<file path="src/design/irfb_pkg.sv">
// ****************************************
// request flag bank constants
// ****************************************
package irfb_pkg;
	localparam int ADDR_W = 8;
	localparam int DATA_W = 32;
	localparam int EXT_N = 5;
	localparam int WK_N = 8;
	localparam int REG_W = 8;

	// byte addresses of the register words
	localparam logic [ADDR_W-1:0] OFS_EXT_REQ = 8'h00;
	localparam logic [ADDR_W-1:0] OFS_PERIPH_REQ = 8'h04;
	localparam logic [ADDR_W-1:0] OFS_WAKE_REQ = 8'h08;
	localparam logic [ADDR_W-1:0] OFS_EDGE_SEL = 8'h0c;
	localparam logic [ADDR_W-1:0] OFS_EXT_PIN_EN = 8'h10;
	localparam logic [ADDR_W-1:0] OFS_WAKE_PIN_EN = 8'h14;

	// peripheral request bit positions
	localparam int BIT_DT = 7;
	localparam int BIT_AD = 6;
	localparam int BIT_S2 = 5;
	localparam int BIT_TG = 4;
	localparam int BIT_TFH = 3;
	localparam int BIT_TFL = 2;
	localparam int BIT_TC = 1;
	localparam int BIT_TB = 0;

	// fixed-one bit of the external request word
	localparam int BIT_EXT_FIXED = 5;

	localparam logic [EXT_N-1:0] RST_EXT = 5'h00;
	localparam logic [REG_W-1:0] RST_REG = 8'h00;

	localparam logic [1:0] RESP_OKAY = 2'h0;
	localparam logic [1:0] RESP_SLVERR = 2'h2;
endpackage

</file>
<file path="src/design/irfb_top.sv">
// The AXI4-Lite slave port and the placing of the registers were decided locally.
`timescale 1ns/1ns
// How it works
// external flag sets on its selected edge while the pin is an interrupt input
// writing zero to a set external flag clears it
// peripheral and wakeup words only clear; writing one never sets
// accepting an interrupt clears nothing; flags hold until written zero
// peripheral word: dt, converter, serial2, tg, tfh, tfl, tc, tb from bit 7
// direct-transfer flag sets on transfer after sleep while transfer-on is one
// converter flag sets on conversion done with start flag low
// serial-two flag sets on transfer complete or abort
// timer g flag sets on selected edge while its pin is timer input
// timer f high sets on high match in 8-bit or full match in 16-bit
// timer f low sets on low match in 8-bit mode only
// timer c flag sets on counter overflow or underflow
// timer b flag sets on counter overflow
// wakeup flag sets on falling edge while pin is a wakeup input
// writing zero to a set wakeup flag clears it
// bit 5 of the external word reads one and ignores writes
// per-pin edge select picks rising or falling for external requests
// software clears flags only with interrupts masked; here there is no mask and a zero write clears at any time
// set and clear in one cycle leave the flag set
// pins synchronised before edge detection; one edge sets once
// reset clears every request flag
module irfb_top (
	// clock and reset
	input wire logic sys_clk_i,
	input wire logic nrst_i,
	// axi4-lite write address
	input wire logic s_axi_awvalid,
	output logic s_axi_awready,
	input wire logic [irfb_pkg::ADDR_W-1:0] s_axi_awaddr,
	input wire logic [2:0] s_axi_awprot,
	// axi4-lite write data
	input wire logic s_axi_wvalid,
	output logic s_axi_wready,
	input wire logic [irfb_pkg::DATA_W-1:0] s_axi_wdata,
	input wire logic [3:0] s_axi_wstrb,
	// axi4-lite write response
	output logic s_axi_bvalid,
	input wire logic s_axi_bready,
	output logic [1:0] s_axi_bresp,
	// axi4-lite read address
	input wire logic s_axi_arvalid,
	output logic s_axi_arready,
	input wire logic [irfb_pkg::ADDR_W-1:0] s_axi_araddr,
	input wire logic [2:0] s_axi_arprot,
	// axi4-lite read data
	output logic s_axi_rvalid,
	input wire logic s_axi_rready,
	output logic [irfb_pkg::DATA_W-1:0] s_axi_rdata,
	output logic [1:0] s_axi_rresp,
	// request pins
	input wire logic [irfb_pkg::EXT_N-1:0] ext_request_pin_n_i,
	input wire logic [irfb_pkg::WK_N-1:0] wakeup_pin_n_i,
	// peripheral events, same clock
	input wire logic direct_transfer_on_i,
	input wire logic sleep_transfer_i,
	input wire logic conv_done_i,
	input wire logic conversion_start_flag_i,
	input wire logic serial_two_done_i,
	input wire logic serial_two_abort_i,
	input wire logic timer_g_input_pin_en_i,
	input wire logic timer_g_edge_i,
	input wire logic timer_f_16bit_i,
	input wire logic counter_f_high_match_i,
	input wire logic counter_f_low_match_i,
	input wire logic counter_f_full_match_i,
	input wire logic timer_c_overflow_i,
	input wire logic timer_c_underflow_i,
	input wire logic timer_b_overflow_i,
	// flag outputs
	output logic [irfb_pkg::EXT_N-1:0] ext_req_flag_o,
	output logic [irfb_pkg::REG_W-1:0] peripheral_request_o,
	output logic [irfb_pkg::REG_W-1:0] wakeup_request_o
);
	logic [irfb_pkg::EXT_N-1:0] edge_sel_r;
	logic [irfb_pkg::EXT_N-1:0] ext_pin_en_r;
	logic [irfb_pkg::WK_N-1:0] wake_pin_en_r;
	logic [irfb_pkg::EXT_N-1:0] ext_rise;
	logic [irfb_pkg::EXT_N-1:0] ext_fall;
	logic [irfb_pkg::WK_N-1:0] wk_fall;
	logic [irfb_pkg::EXT_N-1:0] ext_set;
	logic [irfb_pkg::REG_W-1:0] per_set;
	logic [irfb_pkg::WK_N-1:0] wk_set;
	logic wr_fire;
	logic rd_fire;
	logic byte0_wr;
	logic [irfb_pkg::REG_W-1:0] wr_zero;
	logic [irfb_pkg::REG_W-1:0] ext_word;
	logic [irfb_pkg::DATA_W-1:0] rd_word;
	logic rd_hit;
	logic wr_hit;

	// ****************************************
	// pin synchronisers
	// ****************************************
	// sync then edge detect
	irfb_pin_sync #(.W(irfb_pkg::EXT_N)) u_ext_sync (
		.sys_clk_i(sys_clk_i),
		.nrst_i(nrst_i),
		.pin_i(ext_request_pin_n_i),
		.rise_o(ext_rise),
		.fall_o(ext_fall)
	);

	irfb_pin_sync #(.W(irfb_pkg::WK_N)) u_wk_sync (
		.sys_clk_i(sys_clk_i),
		.nrst_i(nrst_i),
		.pin_i(wakeup_pin_n_i),
		.rise_o(),
		.fall_o(wk_fall)
	);

	// ****************************************
	// set conditions
	// ****************************************
	// selected edge on enabled pin
	assign ext_set = ext_pin_en_r & ((edge_sel_r & ext_rise) | (~edge_sel_r & ext_fall));
	// falling edge on wakeup input
	assign wk_set = wake_pin_en_r & wk_fall;

	// peripheral bit order
	always_comb
	begin
		per_set = irfb_pkg::RST_REG;
		// transfer after sleep
		per_set[irfb_pkg::BIT_DT] = direct_transfer_on_i && sleep_transfer_i;
		// conversion done, start flag low
		per_set[irfb_pkg::BIT_AD] = conv_done_i && !conversion_start_flag_i;
		// complete or abort
		per_set[irfb_pkg::BIT_S2] = serial_two_done_i || serial_two_abort_i;
		// timer g capture edge
		per_set[irfb_pkg::BIT_TG] = timer_g_input_pin_en_i && timer_g_edge_i;
		// mode picks the match
		per_set[irfb_pkg::BIT_TFH] = timer_f_16bit_i ? counter_f_full_match_i : counter_f_high_match_i;
		// low match, 8-bit mode only
		per_set[irfb_pkg::BIT_TFL] = !timer_f_16bit_i && counter_f_low_match_i;
		// wrap either way
		per_set[irfb_pkg::BIT_TC] = timer_c_overflow_i || timer_c_underflow_i;
		// overflow wrap
		per_set[irfb_pkg::BIT_TB] = timer_b_overflow_i;
	end

	// ****************************************
	// bus write decode
	// ****************************************
	assign wr_fire = s_axi_awvalid && s_axi_awready && s_axi_wvalid && s_axi_wready;
	assign rd_fire = s_axi_arvalid && s_axi_arready;
	assign byte0_wr = wr_fire && s_axi_wstrb[0];
	assign wr_zero = ~s_axi_wdata[irfb_pkg::REG_W-1:0];
	assign wr_hit = (s_axi_awaddr == irfb_pkg::OFS_EXT_REQ) || (s_axi_awaddr == irfb_pkg::OFS_PERIPH_REQ)
		|| (s_axi_awaddr == irfb_pkg::OFS_WAKE_REQ) || (s_axi_awaddr == irfb_pkg::OFS_EDGE_SEL)
		|| (s_axi_awaddr == irfb_pkg::OFS_EXT_PIN_EN) || (s_axi_awaddr == irfb_pkg::OFS_WAKE_PIN_EN);

	// ****************************************
	// request flags
	// ****************************************
	// only a zero write clears; set wins
	always_ff @(posedge sys_clk_i or negedge nrst_i)
	begin
		if (!nrst_i)
			ext_req_flag_o <= irfb_pkg::RST_EXT;
		else if (byte0_wr && s_axi_awaddr == irfb_pkg::OFS_EXT_REQ)
			ext_req_flag_o <= (ext_req_flag_o & ~wr_zero[irfb_pkg::EXT_N-1:0]) | ext_set;
		else
			ext_req_flag_o <= ext_req_flag_o | ext_set;
	end

	// clear-only word
	always_ff @(posedge sys_clk_i or negedge nrst_i)
	begin
		if (!nrst_i)
			peripheral_request_o <= irfb_pkg::RST_REG;
		else if (byte0_wr && s_axi_awaddr == irfb_pkg::OFS_PERIPH_REQ)
			peripheral_request_o <= (peripheral_request_o & ~wr_zero) | per_set;
		else
			peripheral_request_o <= peripheral_request_o | per_set;
	end

	// clear-only word
	always_ff @(posedge sys_clk_i or negedge nrst_i)
	begin
		if (!nrst_i)
			wakeup_request_o <= irfb_pkg::RST_REG;
		else if (byte0_wr && s_axi_awaddr == irfb_pkg::OFS_WAKE_REQ)
			wakeup_request_o <= (wakeup_request_o & ~wr_zero) | wk_set;
		else
			wakeup_request_o <= wakeup_request_o | wk_set;
	end

	// ****************************************
	// configuration
	// ****************************************
	always_ff @(posedge sys_clk_i or negedge nrst_i)
	begin
		if (!nrst_i)
		begin
			edge_sel_r <= irfb_pkg::RST_EXT;
			ext_pin_en_r <= irfb_pkg::RST_EXT;
			wake_pin_en_r <= irfb_pkg::RST_REG;
		end
		else if (byte0_wr)
		begin
			if (s_axi_awaddr == irfb_pkg::OFS_EDGE_SEL)
				edge_sel_r <= s_axi_wdata[irfb_pkg::EXT_N-1:0];
			if (s_axi_awaddr == irfb_pkg::OFS_EXT_PIN_EN)
				ext_pin_en_r <= s_axi_wdata[irfb_pkg::EXT_N-1:0];
			if (s_axi_awaddr == irfb_pkg::OFS_WAKE_PIN_EN)
				wake_pin_en_r <= s_axi_wdata[irfb_pkg::WK_N-1:0];
		end
	end

	// ****************************************
	// bus handshakes
	// ****************************************
	// both write channels taken together, one write in flight
	always_ff @(posedge sys_clk_i or negedge nrst_i)
	begin
		if (!nrst_i)
		begin
			s_axi_awready <= 1'b0;
			s_axi_wready <= 1'b0;
		end
		else
		begin
			s_axi_awready <= s_axi_awvalid && s_axi_wvalid && !s_axi_awready && !s_axi_bvalid;
			s_axi_wready <= s_axi_awvalid && s_axi_wvalid && !s_axi_awready && !s_axi_bvalid;
		end
	end

	always_ff @(posedge sys_clk_i or negedge nrst_i)
	begin
		if (!nrst_i)
		begin
			s_axi_bvalid <= 1'b0;
			s_axi_bresp <= irfb_pkg::RESP_OKAY;
		end
		else if (wr_fire)
		begin
			s_axi_bvalid <= 1'b1;
			s_axi_bresp <= wr_hit ? irfb_pkg::RESP_OKAY : irfb_pkg::RESP_SLVERR;
		end
		else if (s_axi_bready)
			s_axi_bvalid <= 1'b0;
	end

	always_ff @(posedge sys_clk_i or negedge nrst_i)
	begin
		if (!nrst_i)
			s_axi_arready <= 1'b0;
		else
			s_axi_arready <= s_axi_arvalid && !s_axi_arready && !s_axi_rvalid;
	end

	// ****************************************
	// read mux
	// ****************************************
	// fixed one at bit 5
	always_comb
	begin
		ext_word = irfb_pkg::RST_REG;
		ext_word[irfb_pkg::EXT_N-1:0] = ext_req_flag_o;
		ext_word[irfb_pkg::BIT_EXT_FIXED] = 1'b1;
	end

	always_comb
	begin
		rd_word = '0;
		rd_hit = 1'b1;
		unique case (s_axi_araddr)
			irfb_pkg::OFS_EXT_REQ: rd_word[irfb_pkg::REG_W-1:0] = ext_word;
			irfb_pkg::OFS_PERIPH_REQ: rd_word[irfb_pkg::REG_W-1:0] = peripheral_request_o;
			irfb_pkg::OFS_WAKE_REQ: rd_word[irfb_pkg::REG_W-1:0] = wakeup_request_o;
			irfb_pkg::OFS_EDGE_SEL: rd_word[irfb_pkg::EXT_N-1:0] = edge_sel_r;
			irfb_pkg::OFS_EXT_PIN_EN: rd_word[irfb_pkg::EXT_N-1:0] = ext_pin_en_r;
			irfb_pkg::OFS_WAKE_PIN_EN: rd_word[irfb_pkg::WK_N-1:0] = wake_pin_en_r;
			default: rd_hit = 1'b0;
		endcase
	end

	always_ff @(posedge sys_clk_i or negedge nrst_i)
	begin
		if (!nrst_i)
		begin
			s_axi_rvalid <= 1'b0;
			s_axi_rdata <= '0;
			s_axi_rresp <= irfb_pkg::RESP_OKAY;
		end
		else if (rd_fire)
		begin
			s_axi_rvalid <= 1'b1;
			s_axi_rdata <= rd_word;
			s_axi_rresp <= rd_hit ? irfb_pkg::RESP_OKAY : irfb_pkg::RESP_SLVERR;
		end
		else if (s_axi_rready)
			s_axi_rvalid <= 1'b0;
	end
endmodule

</file>
<file path="src/design/irfb_pin_sync.sv">
`timescale 1ns/1ns
// ****************************************
// pin synchroniser and edge detector
// ****************************************
module irfb_pin_sync #(
	parameter int W = 1
) (
	// clock and reset
	input wire logic sys_clk_i,
	input wire logic nrst_i,
	// raw pins
	input wire logic [W-1:0] pin_i,
	// one-cycle edge pulses
	output logic [W-1:0] rise_o,
	output logic [W-1:0] fall_o
);
	genvar gi;
	generate
		for (gi = 0; gi < W; gi++)
		begin : g_bit
			logic s1_r;
			logic s2_r;
			logic s3_r;
			logic lvl_r;
			always_ff @(posedge sys_clk_i or negedge nrst_i)
			begin
				if (!nrst_i)
				begin
					s1_r <= 1'b1;
					s2_r <= 1'b1;
					s3_r <= 1'b1;
				end
				else
				begin
					s1_r <= pin_i[gi];
					s2_r <= s1_r;
					s3_r <= s2_r;
				end
			end
			// stage one feeds only stage two; a change counts once two and three agree
			always_ff @(posedge sys_clk_i or negedge nrst_i)
			begin
				if (!nrst_i)
					lvl_r <= 1'b1;
				else if (s2_r == s3_r)
					lvl_r <= s3_r;
			end
			assign rise_o[gi] = (s2_r == s3_r) && s3_r && !lvl_r;
			assign fall_o[gi] = (s2_r == s3_r) && !s3_r && lvl_r;
		end
	endgenerate
endmodule

</file>
<file path="config.mk">
export PLATFORM = sky130hd
export DESIGN_NAME = irfb_top
export DESIGN_NICKNAME = d
export VERILOG_FILES = /design/src/design/irfb_pkg.sv /design/src/design/irfb_top.sv /design/src/design/irfb_pin_sync.sv
export SDC_FILE = /design/constraint.sdc
export NUM_CORES = 1
export LEC_CHECK = 0
export BUFFER_PORTS_ARGS = -buffer_cell sky130_fd_sc_hd__buf_2
export CORE_ASPECT_RATIO = 0.7
export CORE_MARGIN = 4
export CORE_UTILIZATION = 55
export CTS_CLUSTER_SIZE = 12
export DETAILED_ROUTE_END_ITERATION = 8
export PLACE_DENSITY = 0.86
export SLEW_MARGIN = 20
export SYNTH_ARGS = -nofsm -noshare
export SYNTH_HDL_FRONTEND = slang
export SYNTH_SLANG_ARGS = --single-unit
</file>
<file path="constraint.sdc">
create_clock -name sys_clk_i -period 2.85 [get_ports sys_clk_i]
set_input_delay 0.7125 -clock sys_clk_i [delete_from_list [all_inputs] [get_ports sys_clk_i]]
set_output_delay 0.7125 -clock sys_clk_i [all_outputs]
set_load 0.02 [all_outputs]
</file>
* Yosys cells after proc, flatten, opt, wreduce, memory -nomap -nowiden *
Index checks and enable logic that the tools add are counted.

cells by class
  mux-type cells = 13
  bitwise gates (word level) = 18
  reductions and logical operators = 92
  eq/ne operators = 23

operator list
  operator              number
  $logic_and A1 B1 Y1   53
  $eq A8 B4 Y1 const B  4
  $eq A8 B5 Y1 const B  4
  $or A8 B8 Y8          4
  $pmux W5 S6           1
  $and A8 B8 Y8         3
  $logic_not A1 Y1      24
  $and A5 B5 Y5         4
  $eq A8 B3 Y1 const B  2
  $logic_not A8 Y1      2
  $mux W8               2
  $not A8 Y8            2
  $or A5 B5 Y5          3
  $eq A1 B1 Y1          13
  $pmux W3 S4           1
  $not A5 Y5            2
  $logic_or A1 B1 Y1    7
  $mux W1               6
  $reduce_and A2 Y1     3
  $reduce_or A6 Y1      1
  $mux W5               1
  $mux W2               2
  $reduce_bool A2 Y1    2

storage, ports and cells
  output and inout bits = 62
  logic and storage cells = 211
  bits in registers = 107
  input bits = 93

* Logic depth before layout (Yosys ltp) *
Gate-level depths: netlist of the first run.

  depth in word-level cells = 8
  mapped depth = 5
  gate-level depth less buffers = 5

* Hierarchy *
A second synthesis of the first run with hierarchy kept.

second synthesis, totals
  cells, all modules = 394
  area, all modules = 4913.5 µm²

modules (own cells, without submodules)
  module                       sequential area each (µm²)  cells an instance  area each (µm²)  instances
  irfb_top                     1326.3                      251                2766.4           1
  irfb_pin_sync at u_wk_sync   840.8                       88                 1321.3           1
  irfb_pin_sync at u_ext_sync  525.5                       55                 825.8            1

* Worst setup path before layout of the first run *
Ideal clock, no wire load.

  kind = input port to flip-flop
  start = input port s_axi_awaddr[1] (netlist bit)
  end = register wake_pin_en_r[0] (netlist bit)
  data required time = 2.725 ns
  stages on the path = 3
  arrival time = 1.752 ns
  path buffers = 0
  library setup time = 0.125 ns
  path slack = 0.973 ns
  path through = nor4b_4 -> nand4_2 -> mux2_2

between the ends
  cells in the longest elaborated chain, start to end = 2

RTL lines
  element                      RTL line         source
  from (decl)                  irfb_top.sv:32   input wire logic [irfb_pkg::ADDR_W-1:0] s_axi_awaddr,
  $eq A8 B5 Y1                 irfb_top.sv:209  if (s_axi_awaddr == irfb_pkg::OFS_WAKE_PIN_EN)
  $reduce_and A2 Y1 (no line)  -
  to (signal assigned)         irfb_top.sv:201  wake_pin_en_r <= irfb_pkg::RST_REG;
  to (signal assigned)         irfb_top.sv:210  wake_pin_en_r <= s_axi_wdata[irfb_pkg::WK_N-1:0];
  to (decl)                    irfb_top.sv:79   logic [irfb_pkg::WK_N-1:0] wake_pin_en_r;

No other way between the ends.
A chain may end at the register's enable or synchronous reset.

* Worst setup path after layout of the first run *
  start = input port s_axi_awaddr[1] (netlist bit)
  end = register ext_pin_en_r[0] (netlist bit)

between the ends
  cells in the longest elaborated chain, start to end = 2

RTL lines
  element                      RTL line         source
  $eq A8 B5 Y1                 irfb_top.sv:207  if (s_axi_awaddr == irfb_pkg::OFS_EXT_PIN_EN)
  $reduce_and A2 Y1 (no line)  -
  to (signal assigned)         irfb_top.sv:200  ext_pin_en_r <= irfb_pkg::RST_EXT;
  to (signal assigned)         irfb_top.sv:208  ext_pin_en_r <= s_axi_wdata[irfb_pkg::EXT_N-1:0];
  to (decl)                    irfb_top.sv:78   logic [irfb_pkg::EXT_N-1:0] ext_pin_en_r;

No other way between the ends.

==> summary.txt, run 1 <==
Status - completed
Most used DFF post-synth - dfrtp_1
Final Hold Vio Count - 0
Most frequent cells in the layout - buf_2, dfrtp_1, dfstp_2, nand2_1, inv_1
Worst path max stage delay - 0.58 ns
Largest family of logic cells by synthesized area - simple AND/OR/NAND/NOR gates
Synth unique cells - 42
Max-slew violations - 0
Layout cells sized above 1 - 39.2%
Multi-input logic area - 1790 um^2
CP Buf/Inv Count - 1
Root buffer cell - clkbuf_16
Chip Height - 86.0 um
Number of antenna diodes - 0
Clock Skew - 0.00443 ns
Critical path required time - 3.07 ns
Critical path class - in2reg
Routability-driven placement congestion ratio - 0.843
Reg2Reg Setup Slack - 0.84 ns
Final WL - 11.2 mm
Synth Area in XOR/XNOR - 0%
Antenna Violating Nets Remaining - 0
CTS max path bufs - 2
Hold buffer count at cts - 0
Hold crit path type - in2async
Register area - 2690 um^2
All-layer global routing usage - 22.0%
Detailed placer's ending HPWL - 8.03 mm
Vias in the first global route - 3471
# Max-Cap Violations - 0
Startpoint Class - input port
Slew @ Worst Pin - 0.594 ns
Static leakage - 2.63 nW
Nets@finish - 609
Drt wl/cell - 18.0 um
Metal3 WL - 918 um
Placed Area - 5270 um^2
Highest clock rate - 472 MHz
Core ar. - 8440 um^2
Post-CTS resize count - 0
FF-to-FF Start - s_axi_wready
Register area share after synthesis - 56.3%
Number of DRC markers in iteration 0 - 296
Cell area after synthesis - 4780 um^2
Top Family by Delay on Critical Path - simple AND/OR/NAND/NOR gates
RSZ-0062 raised after global routing - no
DRC - 0
Fin area - 5590 um^2
Setup TNS - 0 ns
EDFF count, synth - 0
Mux share of post-synthesis cell area - 8.19%
First-pass GRT wire length - 17.7 mm
Post-DR vias/cell - 5.57
Setup crit start - s_axi_awaddr[1]
Synth top area share - 28.6%
CTS buffer count - 9
Top Ports - 155
Post-layout min period - 2.12 ns
Post CTS Setup Buffer Count - 0
Crit Path Max Fanout - 9
Yosys warning count - 0
DR top layer - met5
Synthesized instance count - 409
CTS clk-pin slew, worst paths - 0.07 ns
Synth Area in Adders - 4.71%
Post-Syn Area per Cell - 11.7 um^2
Vias - 3468
Total gr overflow - 0
Endpoints failing setup - 0
CTS Sinks - 105
#FFs+latches synth - 105
Simple-Gate Fraction of Synth Area - 14.0%
Antenna violations before repair - 2
Row cnt - 28
Compound-Gate Fraction of Synth Area - 8.48%
First-pass DRT Iterations - 5
Area contributors post-synth - dfstp_2, dfrtp_1, mux2_2, ha_1, buf_4
Commonest non-fill, non-tap cell in the layout - buf_2
Tcrit/Tclk final - 74.4%
Dominant cell type by area after synthesis - dfstp_2
Largest net degree at the start of global routing - 67
Worst-Skew Late Latency - 0.34 ns
CP Capture Type - flip-flop
Area Overhead vs Synth - 17.0%
Initial Util - 56.6%
WL met2 - 5.59 mm
Async SR Flop Fraction - 100%
Area of the die - 10300 um^2
Rel. slew slack - 60.2%
Worst-path cell chain - buf_2 > nor4b_4 > nand4_1 > mux2_2
H-tree levels - 3
CP Data Arrival Time - 2.34 ns
CTS tree - built
Metal1 wirelength - 4.46 mm
Fillcell total - 645
Peak supply drop - 0.312 mV
# port buffers - 95
Slowest cell on crit path - nor4b_4
PwrDens - 584 nW/um^2
Die X - 119 um
-- path summary, 6_finish.rpt --
kind                                                 end  cells after the start
worst max-delay path                     ext_pin_en_r[0]                      4
worst min-delay path                      s_axi_rdata[4]                      1
worst max register to register           ext_pin_en_r[0]                      3
worst min register to register   u_wk_sync.g_bit[4].s2_r                      0
max in group asynchronous       u_ext_sync.g_bit[1].s3_r                      2
min in group sys_clk_i           u_wk_sync.g_bit[4].s2_r                      0
-- area by class of cell --
cell class	instances	share of cell area [%]
clock inverter	5	1.41
inverter	32	2.15
multi-input combinational	252	32.1
tap	120	2.69
clock buffer	11	4.34
timing repair buffer	98	9.18
sequential	105	48.2
-- routing by layer --
metal / up-vias / global-route usage, %
li1: 1578 / -
met1: 1706 / 27.5
met2: 150 / 36.9
met3: 30 / 6.86
met4: 4 / 7.69
met5: - / 0
-- registers in the layout, indices dropped and copies added (netlist names), 8 cells and up --
register               flops
peripheral_request_o       8
s_axi_rdata                8
u_wk_sync.g_bit.lvl_r      8
u_wk_sync.g_bit.s1_r       8
u_wk_sync.g_bit.s2_r       8
u_wk_sync.g_bit.s3_r       8
wake_pin_en_r              8
wakeup_request_o           8
-- worst reg2reg max path, delay by kind of cell (launching register included) --
kind | cells | cell delay [ns]
and+or+nand+nor | 2 | 1.04
DFF | 1 | 0.42
muxes | 1 | 0.43
-- cells by family after synthesis --
group | count (synthesis)
other cells | 1
simple gates | 115
compound gates | 63
buf+inv | 77
mux | 30
flops | 105
fa+ha+maj | 18
-- through the flow --
step,std cells,util (%),setup slack [ns],hold WS [ns],total power [W]
after floorplan,434,-,0.973,0.345,0.00186
after global placement,607,62.4,0.458,0.345,0.00196
after detailed placement,607,62.4,0.400,0.347,0.00198
after CTS,623,66.2,0.743,0.355,0.00329
after global routing,623,66.2,0.667,0.358,0.00339
final,623,66.2,0.730,0.351,0.00327
-- report_power, final --
part	leakage, nW	internal [W]	switching, W
Sequential	1.20	0.00160	0.0000438
Clock	0.159	0.000792	0.000519
Combinational	1.28	0.000105	0.000204
Total	2.63	0.00250	0.000767
-- Yosys cell counts, types with 2 or more instances --
cell type,instances
buf_4,27
ha_1,18
o21ai_0,29
nor3_1,5
a21oi_1,5
and4b_1,4
mux2_2,23
nand4b_1,5
o22ai_1,4
a22o_1,5
nor2b_1,7
nand2_1,39
nor3b_1,2
nor4_1,8
nand3_1,17
dfstp_2,52
inv_1,32
mux2i_1,2
mux4_2,5
nor2_1,2
o211ai_1,2
nand3b_1,2
buf_2,3
nor4bb_1,3
a32oi_1,3
nand4_1,12
dfrtp_1,53
and3b_1,2
clkbuf_1,13
o41ai_1,8
buf_1,2
a211oi_1,5
No activity file was read; power rests on OpenSTA's default activity.
==> run 2, diff against run 1 <==
- ABC_AREA: unset -> 1
- CORE_UTILIZATION: 55 -> 46
- PLACE_DENSITY: 0.86 -> 0.76
- clock period: 2.85 -> 1.9 ns (I/O delays scaled with it)
==> summary.txt, run 2 <==
Synth unique cells - 32
Cell area after synthesis - 4770 um^2
Post-CTS resize count - 0
All-layer global routing usage - 18.4%
DRC - 0
Critical path required time - 2.13 ns
Vias in the first global route - 3494
PwrDens - 880 nW/um^2
Peak supply drop - 0.636 mV
Initial Util - 48.1%
Commonest non-fill, non-tap cell in the layout - nand2_1
Number of DRC markers in iteration 0 - 270
First-pass DRT Iterations - 5
Nets@finish - 711
Synthesized instance count - 495
Post-Syn Area per Cell - 9.64 um^2
Register area share after synthesis - 56.4%
Endpoints failing setup - 0
Crit Path Max Fanout - 9
Static leakage - 2.72 nW
Startpoint Class - flip-flop
Top Ports - 155
Root buffer cell - clkbuf_16
Highest clock rate - 690 MHz
Most frequent cell after synthesis - nand2_1
Most common cell on crit path - nand2_1
Setup crit start - s_axi_wready
CTS buffer count - 9
Die X - 130 um
CP Buf/Inv Count - 0
Post-DR vias/cell - 4.79
Async SR Flop Fraction - 100%
First-pass GRT wire length - 17.1 mm
Worst path max stage delay - 0.39 ns
Final setup margin - 0.451 ns
CP Data Arrival Time - 1.68 ns
Final WL - 10.5 mm
Row cnt - 30
FF-to-FF Start - s_axi_wready
Layout cells sized above 1 - 33.6%
Detailed placer's ending HPWL - 7.68 mm
Tcrit/Tclk final - 76.3%
Most used DFF post-synth - dfrtp_1
DP Cell Count - 717
CP Capture Type - flip-flop
CTS clk-pin slew, worst paths - 0.07 ns
Fin cells - 733
Setup TNS - 0 ns
H-tree levels - 3
Vias - 3510
Post CTS Setup Buffer Count - 0
# Max-Cap Violations - 0
Place WS - 0.262 ns
#FFs+latches synth - 105
Number of antenna diodes - 0
Top Family by Delay on Critical Path - simple AND/OR/NAND/NOR gates
Status - completed
RSZ-0062 raised after global routing - no
Hold crit path type - in2async
Antenna Violating Nets Remaining - 0
Pwr Total - 0.00498 W
CTS max path bufs - 2
Clock Skew - 0.00532 ns
Worst-path cell chain - nand3_2 > nor2_8 > nand2_1 > o21ai_0 > nand2_1
Most frequent cells in the layout - nand2_1, buf_2, inv_1, dfrtp_1, dfstp_2
Hold buffer count at cts - 0
# port buffers - 95
Max-slew violations - 0
Final Hold Vio Count - 0
EDFF count, synth - 0
Drt wl/cell - 14.3 um
Area of the die - 12100 um^2
Yosys warning count - 0
Slowest cell on crit path - dfrtp_1
Area Overhead vs Synth - 18.5%
CTS tree - built
Chip Height - 93.2 um
Routability-driven placement congestion ratio - 0.806
Area contributors post-synth - dfstp_2, dfrtp_1, nand2_1, o21ai_0, ha_1
Post-layout min period - 1.45 ns
Critical path class - reg2reg
Total gr overflow - 0
CTS Sinks - 105
Antenna violations before repair - 0
Core ar. - 9910 um^2
Largest net degree at the start of global routing - 41
Synth top area share - 28.6%
Leading cell types by count after synthesis - nand2_1, dfrtp_1, inv_1
Worst-Skew Late Latency - 0.35 ns
Dominant cell type by area after synthesis - dfstp_2
==> run 2: path summary, 6_finish.rpt <==
| kind | end | slack, ns | cells after the start |
|---|---|---|---|
| max in group asynchronous | u_ext_sync.g_bit[2].lvl_r | 1.22 | 2 |
| min in group sys_clk_i | u_ext_sync.g_bit[4].s1_r | 0.22 | 1 |
| worst min-delay path | s_axi_rdata[1] | 0.06 | 1 |
| worst min register to register | u_ext_sync.g_bit[3].s2_r | 0.35 | 0 |
| worst max register to register | ext_req_flag_o[1] | 0.45 | 5 |
| worst max-delay path | ext_req_flag_o[1] | 0.45 | 5 |
==> run 2: cells by family (layout without fill, tap and decap cells) <==
logic type,after synthesis,after routing,share of synthesized area (%)
compound gates,71,71,7.89
fa+ha+maj,18,18,4.72
buf+inv,90,175,9.78
flops,105,105,56.4
mux,1,1,0.210
other cells,1,26,0.0786
simple gates,209,209,20.9
==> run 2: power breakdown <==
| group | leakage (nW) | switching [W] | internal, W | total [W] |
|---|---|---|---|---|
| registers | 1.16 | 0.0000758 | 0.00243 | 0.00251 |
| logic | 1.41 | 0.000347 | 0.000176 | 0.000523 |
| clock network | 0.152 | 0.000796 | 0.00115 | 0.00194 |
==> run 2: metal layers <==
layer	up-vias	GRT usage [%]	share of wire (%)	wire [um]
met3	10	6.96	10	1070
met2	120	28.8	45	4780
met1	1636	24.2	43	4550
met5	-	0	0	0
li1	1744	-	-	-
met4	0	4.67	1.0	108
==> run 2: final cells by class <==
class                   instances  area, um^2
clock buffers                  10         229
well taps                     128         160
multi-input cells             325        1710
flip-flops and latches        105        2690
clock inverters                 6        82.6
repair buffers                102         568
inverters                      57         214
fillers                       861        4260
==> run 2: worst register-to-register path, cell delays in order, from the launching register on <==
cell	delay, ns
dfrtp_1	0.39
nand3_2	0.17
nor2_8	0.24
nand2_1	0.25
o21ai_0	0.23
nand2_1	0.07
==> run 2: per-stage QoR <==
stage	area (um^2)	utilization, %	hold WS [ns]
4_1_cts	5650	57.0	0.0669
6_report	5650	57.0	0.0650
3_3_place_gp	5340	53.9	0.346
5_1_grt	5650	57.0	0.0807
2_1_floorplan	4860	-	0.179
3_5_place_dp	5340	53.9	0.347
